File: config.mk
export PLATFORM = sky130hd
export DESIGN_NAME = hcm_ctrl
export DESIGN_NICKNAME = d
export VERILOG_FILES = /design/src/verilog/hcm_pkg.sv /design/src/verilog/hcm_phase.sv /design/src/verilog/hcm_ctrl.sv
export SDC_FILE = /design/constraint.sdc
export NUM_CORES = 1
export LEC_CHECK = 0
export BUFFER_PORTS_ARGS = -buffer_cell sky130_fd_sc_hd__buf_4
export CORE_MARGIN = 4
export CORE_UTILIZATION = 40
export DETAILED_ROUTE_END_ITERATION = 10
export PLACE_DENSITY_LB_ADDON = 0.2
export SLEW_MARGIN = 20
export SYNTH_ARGS = -nofsm -noshare
export SYNTH_HDL_FRONTEND = slang
export SYNTH_SLANG_ARGS = --single-unit
File: constraint.sdc
create_clock -name clk_i -period 2.7 [get_ports clk_i]
set_input_delay 0.54 -clock clk_i [delete_from_list [all_inputs] [get_ports clk_i]]
set_output_delay 0.54 -clock clk_i [all_outputs]
set_load 0.05 [all_outputs]
File: src/verilog/hcm_pkg.sv
// constants, types and register map of the can transceiver mode control
//==============================================================
// Notes on behaviour
// - power-up starts in off mode, bus idle
// - off mode selectable in every chip mode
// - off mode ignores bus wake activity
// - normal mode only by command, chip normal
// - normal mode: low input drives dominant
// - no dominant until settling period elapsed
// - low held at settle end is suppressed
// - receive output low dominant, high recessive
// - path passes 5 Mbaud, order kept
// - receive-only mode offered for diagnostics
// - wake pattern in wake mode gives event
// - receive-only: driver off, receiver follows bus
// - after wake, receive output held low
// - mode field still reads wake code
package hcm_pkg;
    //==============================================================
    // clock and timing
    localparam int CLK_PERIOD_PS  = 4000;   // 250 mhz clock
    localparam int SETTLE_TIME_NS = 10000;  // enable_settle_time
    localparam int SETTLE_CYC     = (SETTLE_TIME_NS * 1000 + CLK_PERIOD_PS - 1) / CLK_PERIOD_PS;
    localparam int WAKE1_TIME_NS  = 1000;   // least wake phase
    localparam int WAKE2_TIME_NS  = 16000;  // longest wake phase
    localparam int WAKE1_CYC      = (WAKE1_TIME_NS * 1000 + CLK_PERIOD_PS - 1) / CLK_PERIOD_PS;
    localparam int WAKE2_CYC      = (WAKE2_TIME_NS * 1000) / CLK_PERIOD_PS;
    localparam int MAX_BAUD       = 5000000; // highest bit rate passed
    localparam int CNT_W          = 13;      // phase and settle counter width
    //==============================================================
    // register map, byte addresses
    localparam logic [7:0] ADR_CTRL  = 8'h00;
    localparam logic [7:0] ADR_STAT  = 8'h04;
    localparam logic [7:0] ADR_IRQST = 8'h08;
    localparam logic [7:0] ADR_IRQMK = 8'h0C;
    // ctrl field
    localparam int         MODE_LSB   = 0;
    localparam logic [1:0] MODE_RESET = 2'h0;
    // status fields
    localparam int ST_SETTLED = 2;
    localparam int ST_ARMED   = 3;
    localparam int ST_WOKEN   = 4;
    localparam int ST_CHIPNRM = 5;
    // interrupt bits
    localparam int         IRQ_WAKE   = 0;
    localparam int         IRQ_READY  = 1;
    localparam int         IRQ_W      = 2;
    localparam logic [1:0] IRQ_RESET  = 2'h0;
    //==============================================================
    // transceiver modes
    typedef enum logic [1:0] {
        MODE_OFF    = 2'h0,
        MODE_WAKE   = 2'h1,
        MODE_RXONLY = 2'h2,
        MODE_NORMAL = 2'h3
    } hcm_mode_t;
    // wake pattern search states, one-hot
    typedef enum logic [3:0] {
        WK_DOM1 = 4'h1,
        WK_REC  = 4'h2,
        WK_DOM2 = 4'h4,
        WK_HIT  = 4'h8
    } hcm_wake_t;
endpackage : hcm_pkg

File: src/verilog/hcm_phase.sv
// width qualifier for one bus level phase of the wake pattern
`timescale 1ns/10ps
module hcm_phase import hcm_pkg::*; (
    input  wire logic clk_i,   // system clock
    input  wire logic rst_i,   // sync reset
    input  wire logic clr_i,   // restart the measurement
    input  wire logic lvl_i,   // level being timed
    output logic      ok_o,    // phase ended inside window
    output logic      bad_o    // phase ended outside window
);
    logic [CNT_W-1:0] cnt;     // length of current phase
    logic             prev;    // level one cycle ago
    wire              ended   = prev & ~lvl_i;
    wire              in_win  = (cnt > CNT_W'(WAKE1_CYC)) && (cnt < CNT_W'(WAKE2_CYC));
    wire              at_max  = (cnt == CNT_W'(WAKE2_CYC));
    //==============================================================
    // count while the level lasts, saturate at the long limit
    always_ff @(posedge clk_i) begin
        if (rst_i || clr_i) begin
            cnt   <= '0;
            prev  <= 1'b0;
            ok_o  <= 1'b0;
            bad_o <= 1'b0;
        end else begin
            prev  <= lvl_i;
            ok_o  <= ended & in_win;
            bad_o <= ended & ~in_win;
            if (!lvl_i) begin
                cnt <= '0;
            end else if (!at_max) begin
                cnt <= cnt + CNT_W'(1);
            end
        end
    end
endmodule : hcm_phase

File: src/verilog/hcm_ctrl.sv
// can transceiver mode control, tx/rx path, wake detection, wishbone regs
`timescale 1ns/10ps
module hcm_ctrl import hcm_pkg::*; (
    input  wire logic        clk_i,           // system clock
    input  wire logic        rst_i,           // sync reset, high
    // wishbone classic slave
    input  wire logic        cyc_i,           // bus cycle
    input  wire logic        stb_i,           // strobe
    input  wire logic        we_i,            // write enable
    input  wire logic [7:0]  adr_i,           // byte address
    input  wire logic [3:0]  sel_i,           // byte lanes
    input  wire logic [31:0] dat_i,           // write data
    output logic      [31:0] dat_o,           // read data
    output logic             ack_o,           // acknowledge
    // surrounding chip
    input  wire logic        chip_normal_i,   // chip in normal mode
    output logic             wake_event_o,    // one-cycle wake pulse
    output logic             irq_o,           // level interrupt
    // controller side
    input  wire logic        can_tx_input_i,  // low asks dominant
    output logic             can_rx_output_o, // low for dominant
    // bus side
    input  wire logic        bus_dom_i,       // receiver sees dominant
    output logic             bus_drive_o      // driver forces dominant
);
    //==============================================================
    // registers
    logic [1:0]       mode;        // software mode field
    logic [IRQ_W-1:0] irq_st;      // sticky events
    logic [IRQ_W-1:0] irq_mk;      // event mask
    logic [CNT_W-1:0] settle_cnt;  // enable settling timer
    logic             settled;     // settling period over
    logic             armed;       // recessive seen after settling
    logic             nrm_prev;    // normal active last cycle
    hcm_wake_t        wk_st;       // wake pattern search
    hcm_wake_t        next_wk_st;  // next search state
    logic [31:0]      next_dat;    // read mux result

    //==============================================================
    // bus decode
    wire bus_req  = cyc_i & stb_i;
    wire wr_go    = bus_req & we_i & ack_o & sel_i[0];
    wire wr_ctrl  = wr_go & (adr_i == ADR_CTRL);
    wire wr_irqst = wr_go & (adr_i == ADR_IRQST);
    wire wr_irqmk = wr_go & (adr_i == ADR_IRQMK);

    //==============================================================
    // effective modes
    wire nrm_on   = (mode == MODE_NORMAL) & chip_normal_i;
    wire rxo_on   = (mode == MODE_RXONLY);
    wire wake_on  = (mode == MODE_WAKE);
    wire nrm_new  = nrm_on & ~nrm_prev;
    wire settle_e = nrm_on & ~settled & (settle_cnt == CNT_W'(SETTLE_CYC - 1));
    wire woken    = (wk_st == WK_HIT);
    wire wake_hit = (next_wk_st == WK_HIT) & ~woken;

    //==============================================================
    // wake phase qualifiers, cleared outside wake mode
    logic dom_ok;  // dominant phase in window
    logic dom_bad; // dominant phase out of window
    logic rec_ok;  // recessive phase in window
    logic rec_bad; // recessive phase out of window

    hcm_phase u_dom (
        .clk_i (clk_i),
        .rst_i (rst_i),
        .clr_i (~wake_on),
        .lvl_i (bus_dom_i),
        .ok_o  (dom_ok),
        .bad_o (dom_bad)
    );

    hcm_phase u_rec (
        .clk_i (clk_i),
        .rst_i (rst_i),
        .clr_i (~wake_on),
        .lvl_i (~bus_dom_i),
        .ok_o  (rec_ok),
        .bad_o (rec_bad)
    );

    //==============================================================
    // mode field, reset selects off
    always_ff @(posedge clk_i) begin
        if (rst_i) begin
            mode <= MODE_RESET;
        end else if (wr_ctrl) begin
            mode <= dat_i[MODE_LSB +: 2];
        end
    end

    //==============================================================
    // settling timer, restarts at each entry to normal
    always_ff @(posedge clk_i) begin
        if (rst_i || !nrm_on || nrm_new) begin
            settle_cnt <= '0;
            settled    <= 1'b0;
        end else if (settle_e) begin
            settled    <= 1'b1;
        end else if (!settled) begin
            settle_cnt <= settle_cnt + CNT_W'(1);
        end
    end

    // transmit arming: needs recessive after settling
    always_ff @(posedge clk_i) begin
        if (rst_i || !nrm_on) begin
            armed    <= 1'b0;
            nrm_prev <= 1'b0;
        end else begin
            nrm_prev <= 1'b1;
            if (settled && can_tx_input_i) begin
                armed <= 1'b1;
            end
        end
    end

    //==============================================================
    // wake search next state
    always_comb begin
        next_wk_st = wk_st;
        unique case (wk_st)
            WK_DOM1: if (dom_ok) next_wk_st = WK_REC;
            WK_REC: begin
                if (rec_ok) next_wk_st = WK_DOM2;
                else if (rec_bad) next_wk_st = WK_DOM1;
            end
            WK_DOM2: begin
                if (dom_ok) next_wk_st = WK_HIT;
                else if (dom_bad) next_wk_st = WK_DOM1;
            end
            WK_HIT: next_wk_st = WK_HIT;
            default: next_wk_st = WK_DOM1;
        endcase
    end

    // wake search, held idle outside wake mode
    always_ff @(posedge clk_i) begin
        if (rst_i || !wake_on) begin
            wk_st <= WK_DOM1;
        end else begin
            wk_st <= next_wk_st;
        end
    end

    //==============================================================
    // bus driver and receive output
    always_ff @(posedge clk_i) begin
        if (rst_i) begin
            bus_drive_o     <= 1'b0;
            can_rx_output_o <= 1'b1;
        end else begin
            // dominant only in settled, armed normal mode
            bus_drive_o <= nrm_on & settled & armed & ~can_tx_input_i;
            if (nrm_on || rxo_on) begin
                can_rx_output_o <= ~bus_dom_i;
            end else if (wake_on) begin
                can_rx_output_o <= ~(woken | wake_hit);
            end else begin
                can_rx_output_o <= 1'b1;
            end
        end
    end

    //==============================================================
    // interrupt status: set beats write-one clear
    always_ff @(posedge clk_i) begin
        if (rst_i) begin
            irq_st       <= IRQ_RESET;
            irq_mk       <= IRQ_RESET;
            wake_event_o <= 1'b0;
            irq_o        <= 1'b0;
        end else begin
            wake_event_o <= wake_hit;
            if (wr_irqmk) begin
                irq_mk <= dat_i[IRQ_W-1:0];
            end
            irq_st[IRQ_WAKE]  <= wake_hit | (irq_st[IRQ_WAKE]
                                 & ~(wr_irqst & dat_i[IRQ_WAKE]));
            irq_st[IRQ_READY] <= settle_e | (irq_st[IRQ_READY]
                                 & ~(wr_irqst & dat_i[IRQ_READY]));
            irq_o <= |(irq_st & irq_mk);
        end
    end

    //==============================================================
    // read mux, unmapped reads zero
    always_comb begin
        next_dat = 32'h0000_0000;
        unique case (adr_i)
            ADR_CTRL:  next_dat[1:0] = mode;
            ADR_STAT: begin
                next_dat[1:0]        = nrm_on ? MODE_NORMAL
                                     : (mode == MODE_NORMAL ? MODE_OFF : mode);
                next_dat[ST_SETTLED] = settled;
                next_dat[ST_ARMED]   = armed;
                next_dat[ST_WOKEN]   = woken;
                next_dat[ST_CHIPNRM] = chip_normal_i;
            end
            ADR_IRQST: next_dat[IRQ_W-1:0] = irq_st;
            ADR_IRQMK: next_dat[IRQ_W-1:0] = irq_mk;
            default:   next_dat = 32'h0000_0000;
        endcase
    end

    // ack one cycle after request, dropped after one cycle
    always_ff @(posedge clk_i) begin
        if (rst_i) begin
            ack_o <= 1'b0;
            dat_o <= 32'h0000_0000;
        end else begin
            ack_o <= bus_req & ~ack_o;
            dat_o <= next_dat;
        end
    end

    logic past_rst; // first cycle after reset
    always_ff @(posedge clk_i) begin
        past_rst <= rst_i;
    end
endmodule : hcm_ctrl

# After elaboration in Yosys (flattened, before gate mapping)

Index checks and enable logic that the tools add are counted.

Bits in latches: 0
Word-level logic and storage cells: 117
Memories kept: 0
ROM bits: 0
Output and inout bits: 37
Input bits: 52
RAM bits: 0
Flip-flop bits (word level): 95

Muxes and demuxes: 12
Eq/ne operators: 14
Reduce and logical (&&, ||, !) cells: 16
Bitwise logic cells: 44
Magnitude comparators: 4
Shifts and indexed selects: 0
Add/subtract/negate cells: 3
Multiply operators: 0
Div/mod/pow operators: 0

Operators by type and width:

| kind                                                                             | count |
|---|---|
| 13-bit by 1-bit adder with 13-bit output, second input constant                  | 3 |
| 13-bit by 12-bit == test with 1-bit output, second input constant                | 3 |
| 1-bit AND                                                                        | 26 |
| 13-bit by 8-bit greater-than comparator with 1-bit output, second input constant | 2 |
| 13-bit by 12-bit < comparator with 1-bit output, second input constant           | 2 |
| 4-bit two-way mux                                                                | 5 |
| 8-bit by 4-bit == test with 1-bit output, second input constant                  | 2 |
| 4-bit one-hot mux with 4 select lines                                            | 1 |
| 1-bit inverter                                                                   | 14 |
| 4-bit == test, second input constant                                             | 2 |
| 8-bit by 3-bit == test with 1-bit output, second input constant                  | 1 |
| 8-bit logical NOT                                                                | 1 |
| 2-bit one-hot mux with 4 select lines                                            | 1 |
| 2-bit OR reduction                                                               | 4 |
| 1-bit logical OR                                                                 | 5 |
| 2-bit == test, second input constant                                             | 2 |
| 4-bit by 1-bit == test with 1-bit output, second input constant                  | 1 |
| 4-bit by 2-bit == test with 1-bit output, second input constant                  | 1 |
| 4-bit by 3-bit == test with 1-bit output, second input constant                  | 1 |
| 2-bit two-way mux                                                                | 2 |
| 1-bit logical AND                                                                | 3 |
| 1-bit two-way mux                                                                | 3 |
| 1-bit OR                                                                         | 3 |
| 2-bit AND                                                                        | 1 |
| other kinds (3)                                                                  | 4 |

# Depth between registers and ports, before layout

Word-level depth: 9
Depth in mapped cells: 6
Depth with buffers taken out: 6

# Modules after synthesis

Synthesis repeated with hierarchy kept, for this count alone.

Cell total of the unflattened synthesis: 361
Area total of the unflattened synthesis: 3229.3 µm²

Modules (own cells, without submodules):

| module    | instances | sequential area each (µm²) | cells each | area each (µm²) |
|---|---|---|---|---|
| hcm_ctrl  | 1         | 740.7                      | 207        | 1830.5 |
| hcm_phase | 2         | 320.3                      | 77         | 699.4 |

# Worst setup path after synthesis

Ideal clock, no wire load.

Path kind: input-to-reg
Start: input adr_i[1]
End: register irq_st[0]
Stages: 4
Library setup time: 0.133 ns
Setup slack: 0.659 ns
Required time: 2.567 ns
Arrival: 1.908 ns
Path buffers: 0
Cells stage by stage: or4_4 -> or4_4 -> nor3b_2 -> a311oi_1

Cells in the longest elaborated chain, start to end: 6

RTL lines:

| item                                     | RTL line        | source |
|---|---|---|
| start: declaration                       | hcm_ctrl.sv:10  | `input wire logic [7:0] adr_i,` |
| 8-bit by 4-bit == test with 1-bit output | hcm_ctrl.sv:44  | `wire wr_irqst = wr_go & (adr_i == ADR_IRQST);` |
| 1-bit AND                                | hcm_ctrl.sv:44  |  |
| 1-bit AND                                | hcm_ctrl.sv:179 | `& ~(wr_irqst & dat_i[IRQ_WAKE]));` |
| 1-bit inverter                           | hcm_ctrl.sv:179 |  |
| 1-bit AND                                | hcm_ctrl.sv:179 |  |
| 1-bit OR                                 | hcm_ctrl.sv:178 | `irq_st[IRQ_WAKE] <= wake_hit \| (irq_st[IRQ_WAKE]` |
| end signal: indexed assignment           | hcm_ctrl.sv:178 |  |
| end signal: indexed assignment           | hcm_ctrl.sv:180 | `irq_st[IRQ_READY] <= settle_e \| (irq_st[IRQ_READY]` |
| end: declaration                         | hcm_ctrl.sv:29  | `logic [IRQ_W-1:0] irq_st;` |

Every way passes these cells.
A chain may end at the register's enable or synchronous reset.

# Final worst setup path

Start: register settle_cnt[3]
End: register settle_cnt[2]

Cells in the longest elaborated chain, start to end: 4

RTL lines:

| item                                       | RTL line        | source |
|---|---|---|
| start: declaration                         | hcm_ctrl.sv:31  | `logic [CNT_W-1:0] settle_cnt;` |
| start signal: assignment                   | hcm_ctrl.sv:101 | `settle_cnt <= settle_cnt + CNT_W'(1);` |
| 13-bit by 12-bit == test with 1-bit output | hcm_ctrl.sv:53  | `wire settle_e = nrm_on & ~settled & (settle_cnt == CNT_W'(SETTLE_CYC - 1));` |
| 1-bit AND                                  | hcm_ctrl.sv:53  |  |
| 1-bit inverter (no line)                   | n/a             |  |
| 2-bit AND reduction (no line)              | n/a             |  |

Every way passes these cells.

==> results.cfg <==
[cts]
cts_buffer_depth = 2
numCtsBuffers = 9
cts_sinks = 69
h-tree-depth = 3
path_clk_slew_ns = 0.07
worstSkewPairLatency_ns = 0.34
postCtsSetupRepairBufs = 0
clock-root-buffer = clkbuf_8
holdBufCountCts = 0
cts-resized-gates = 0
cts_tree = done

[sta]
hold_viol_final = 0
setup_viol = 0
rsz0062_at_grt = false
tns_ns = 0
fin_crit_ns = 1.883
max_freq_mhz = 531.2
slew_violations = 0
clock_skew_ns = 0.003939
fin_crit_sh_pct = 69.72
relSlewSlack_pct = 61.98
worst_slew_pin_slew_ns = 0.5651

[routing]
wire_per_inst_um = 12.38
drtIter0Drc = 90
ant_nets = 0
via_per_inst = 5.125
drc_errors = 0
wirelength_um = 6229
first_pass_iters = 4
vias = 2578

[synth]
syn_avg_cell_area_sq_um = 8.846
yosysSeqAreaShare_pct = 41.87
ys.flop_type = dfxtp_1
syn_area_sq_um = 3299
synth-simple-area-share_pct = 28.29
synth_top_family_by_area = simple AND/OR/NAND/NOR gates
synthXorXnorAreaFrac_pct = 7.698
synth_cell_types = 52
async_reset_ff_share_pct = 0
synth_seq_cells = 69
synthAdderAreaFrac_pct = 1.896
synth_cells = 373
synth_compound_area_share_pct = 10.28
synthMuxAreaShare_pct = 1.214
yosysWarnings = 0
synth-edff-count = 0

[die]
die-height_um = 98.82
core-area_sq_um = 7888
io_pins = 89
num_rows = 32
dieArea_sq_um = 9765
dieWidth_um = 98.82
start_util_pct = 41.83

[setup_path]
crit_slowest_cell = or4_1
critPathLaunchType = register
cp.required_ns = 2.94
crit_buf_inv = 0
critPathKind = register to register
slowest_delay_ns = 0.58
rrSetupSlack_ns = 0.82
crit_chain = or4_1 > nor4b_4 > a21boi_0 > o21ba_2
cp.arrival_ns = 2.12
end_kind = register
cp_top_family = simple AND/OR/NAND/NOR gates
worstPathMaxFanout = 7

[pwr]
powerDensity_nw_per_um2 = 530.9
cellLeakagePower_nw = 1.386
ir_drop_mv = 0.3106

[global_route]
grt_use_total_pct = 12.80
grt_pass1_wl_um = 10470
grt_max_degree = 15
grt_overflow = 0
grt_pass1_vias = 2368
antenna_found_initial = 0

[final_layout]
synthToLayoutAreaGrowth_pct = 11.38
finalNetCount = 455
layout-drive-gt1-share_pct = 12.72
final_common_cell = dfxtp_1
fillers = 756
antenna_cells = 0
mostFrequentLayoutCells = dfxtp_1, nor2_1, buf_4
fin_area_sq_um = 3675

[placed_design]
io_buffers = 29
gp_congestion = 0.7697
placed_area_sq_um = 3495
dpl.hpwl_um = 4326

[worst_hold_path]
worst_hold_path_type = input port to register

[run_status]
status = finished, final reports clean

[run]
max-cap-violations = 0
[per-layer routing]
metal  GRT usage, %  up-vias  share of wire [%]
li1               -     1312                  -
met1          16.11     1178                 48
met2          19.89       73                 43
met3          4.034       15                6.7
met4          6.092        0                2.1
met5              0        -                  0
[final cells by class]
type	instances	area, sq um	share of cell area [%]
multi-input combinational	279	1727	46.99
sequential	69	1381	37.59
timing repair buffer	30	225.2	6.129
clock buffer	12	145.1	3.950
tap	102	127.6	3.473
clock inverter	2	35.03	0.9534
inverter	9	33.78	0.9193
[logic make-up after synthesis]
group | Yosys count
multiplexers | 4
flip-flops | 69
buffers and inverters | 50
XOR/XNOR | 29
AND/OR/NAND/NOR | 162
adder cells (fa/ha/maj) | 5
AO/OA/AOI/OAI | 53
other | 1
[report_power, final]
part | switching, W | internal [W] | total [W]
clock network | 0.000369 | 0.000441 | 0.000811
registers | 0.000000530 | 0.00102 | 0.00102
logic | 0.0000995 | 0.0000225 | 0.000122
[Yosys cell counts, types with 3 or more instances]
| library cell | number | share of area, % |
|---|---|---|
| or3_1 | 4 | 0.76 |
| buf_4 | 26 | 5.9 |
| nand2b_1 | 5 | 0.95 |
| dfxtp_1 | 69 | 42 |
| nand2_1 | 19 | 2.2 |
| inv_1 | 9 | 1.0 |
| nor2b_1 | 5 | 0.95 |
| xor2_1 | 19 | 5.0 |
| xnor2_1 | 10 | 2.7 |
| nor4b_1 | 3 | 0.80 |
| nor4_1 | 4 | 0.76 |
| nand4_1 | 13 | 2.5 |
| o31ai_1 | 3 | 0.68 |
| or4_1 | 3 | 0.68 |
| ha_1 | 5 | 1.9 |
| a31oi_1 | 3 | 0.57 |
| and3_1 | 9 | 1.7 |
| nand3b_1 | 3 | 0.68 |
| nor3b_1 | 9 | 2.0 |
| nor2_1 | 39 | 4.4 |
| and4b_1 | 3 | 0.91 |
| o21ai_0 | 10 | 1.5 |
| and4_1 | 5 | 1.3 |
| and2_1 | 7 | 1.3 |
| nand3_1 | 17 | 2.6 |
| a21oi_1 | 19 | 2.9 |
| nor3_1 | 5 | 0.76 |
| clkbuf_1 | 14 | 1.6 |
| mux2i_1 | 4 | 1.2 |
[per-stage QoR]
step | util (%) | cells | hold WS (ns) | setup slack [ns] | total power [W]
after floorplan | - | 398 | 0.4187 | 0.6590 | 0.001165
after global placement | 44.31 | 489 | 0.4305 | 0.4812 | 0.001162
after detailed placement | 44.31 | 489 | 0.4348 | 0.4781 | 0.001162
after CTS | 46.59 | 503 | 0.3972 | 0.8158 | 0.001984
after global routing | 46.59 | 503 | 0.4242 | 0.7020 | 0.002022
final | 46.59 | 503 | 0.4180 | 0.8175 | 0.001951
[final timing paths]
check	to	from	cells after the start
hold / removal	irq_st[1]$_SDFF_PP0_	dat_i[1]	2
setup / recovery	settle_cnt[2]$_SDFFE_PP0P_	settle_cnt[3]$_SDFFE_PP0P_	4
setup reg to reg	settle_cnt[2]$_SDFFE_PP0P_	settle_cnt[3]$_SDFFE_PP0P_	4
hold reg to reg	u_dom.ok_o$_SDFF_PP0_	u_dom.prev$_SDFF_PP0_	2
[state kept, by name (all words and copies together), names as in the netlist, 2 cells and up]
register / flops
u_dom.cnt: 13
settle_cnt: 13
u_rec.cnt: 13
mode: 2
dat_o: 6
irq_st: 2
wk_st: 4
irq_mk: 2
Power figures use the tool's default switching activity.
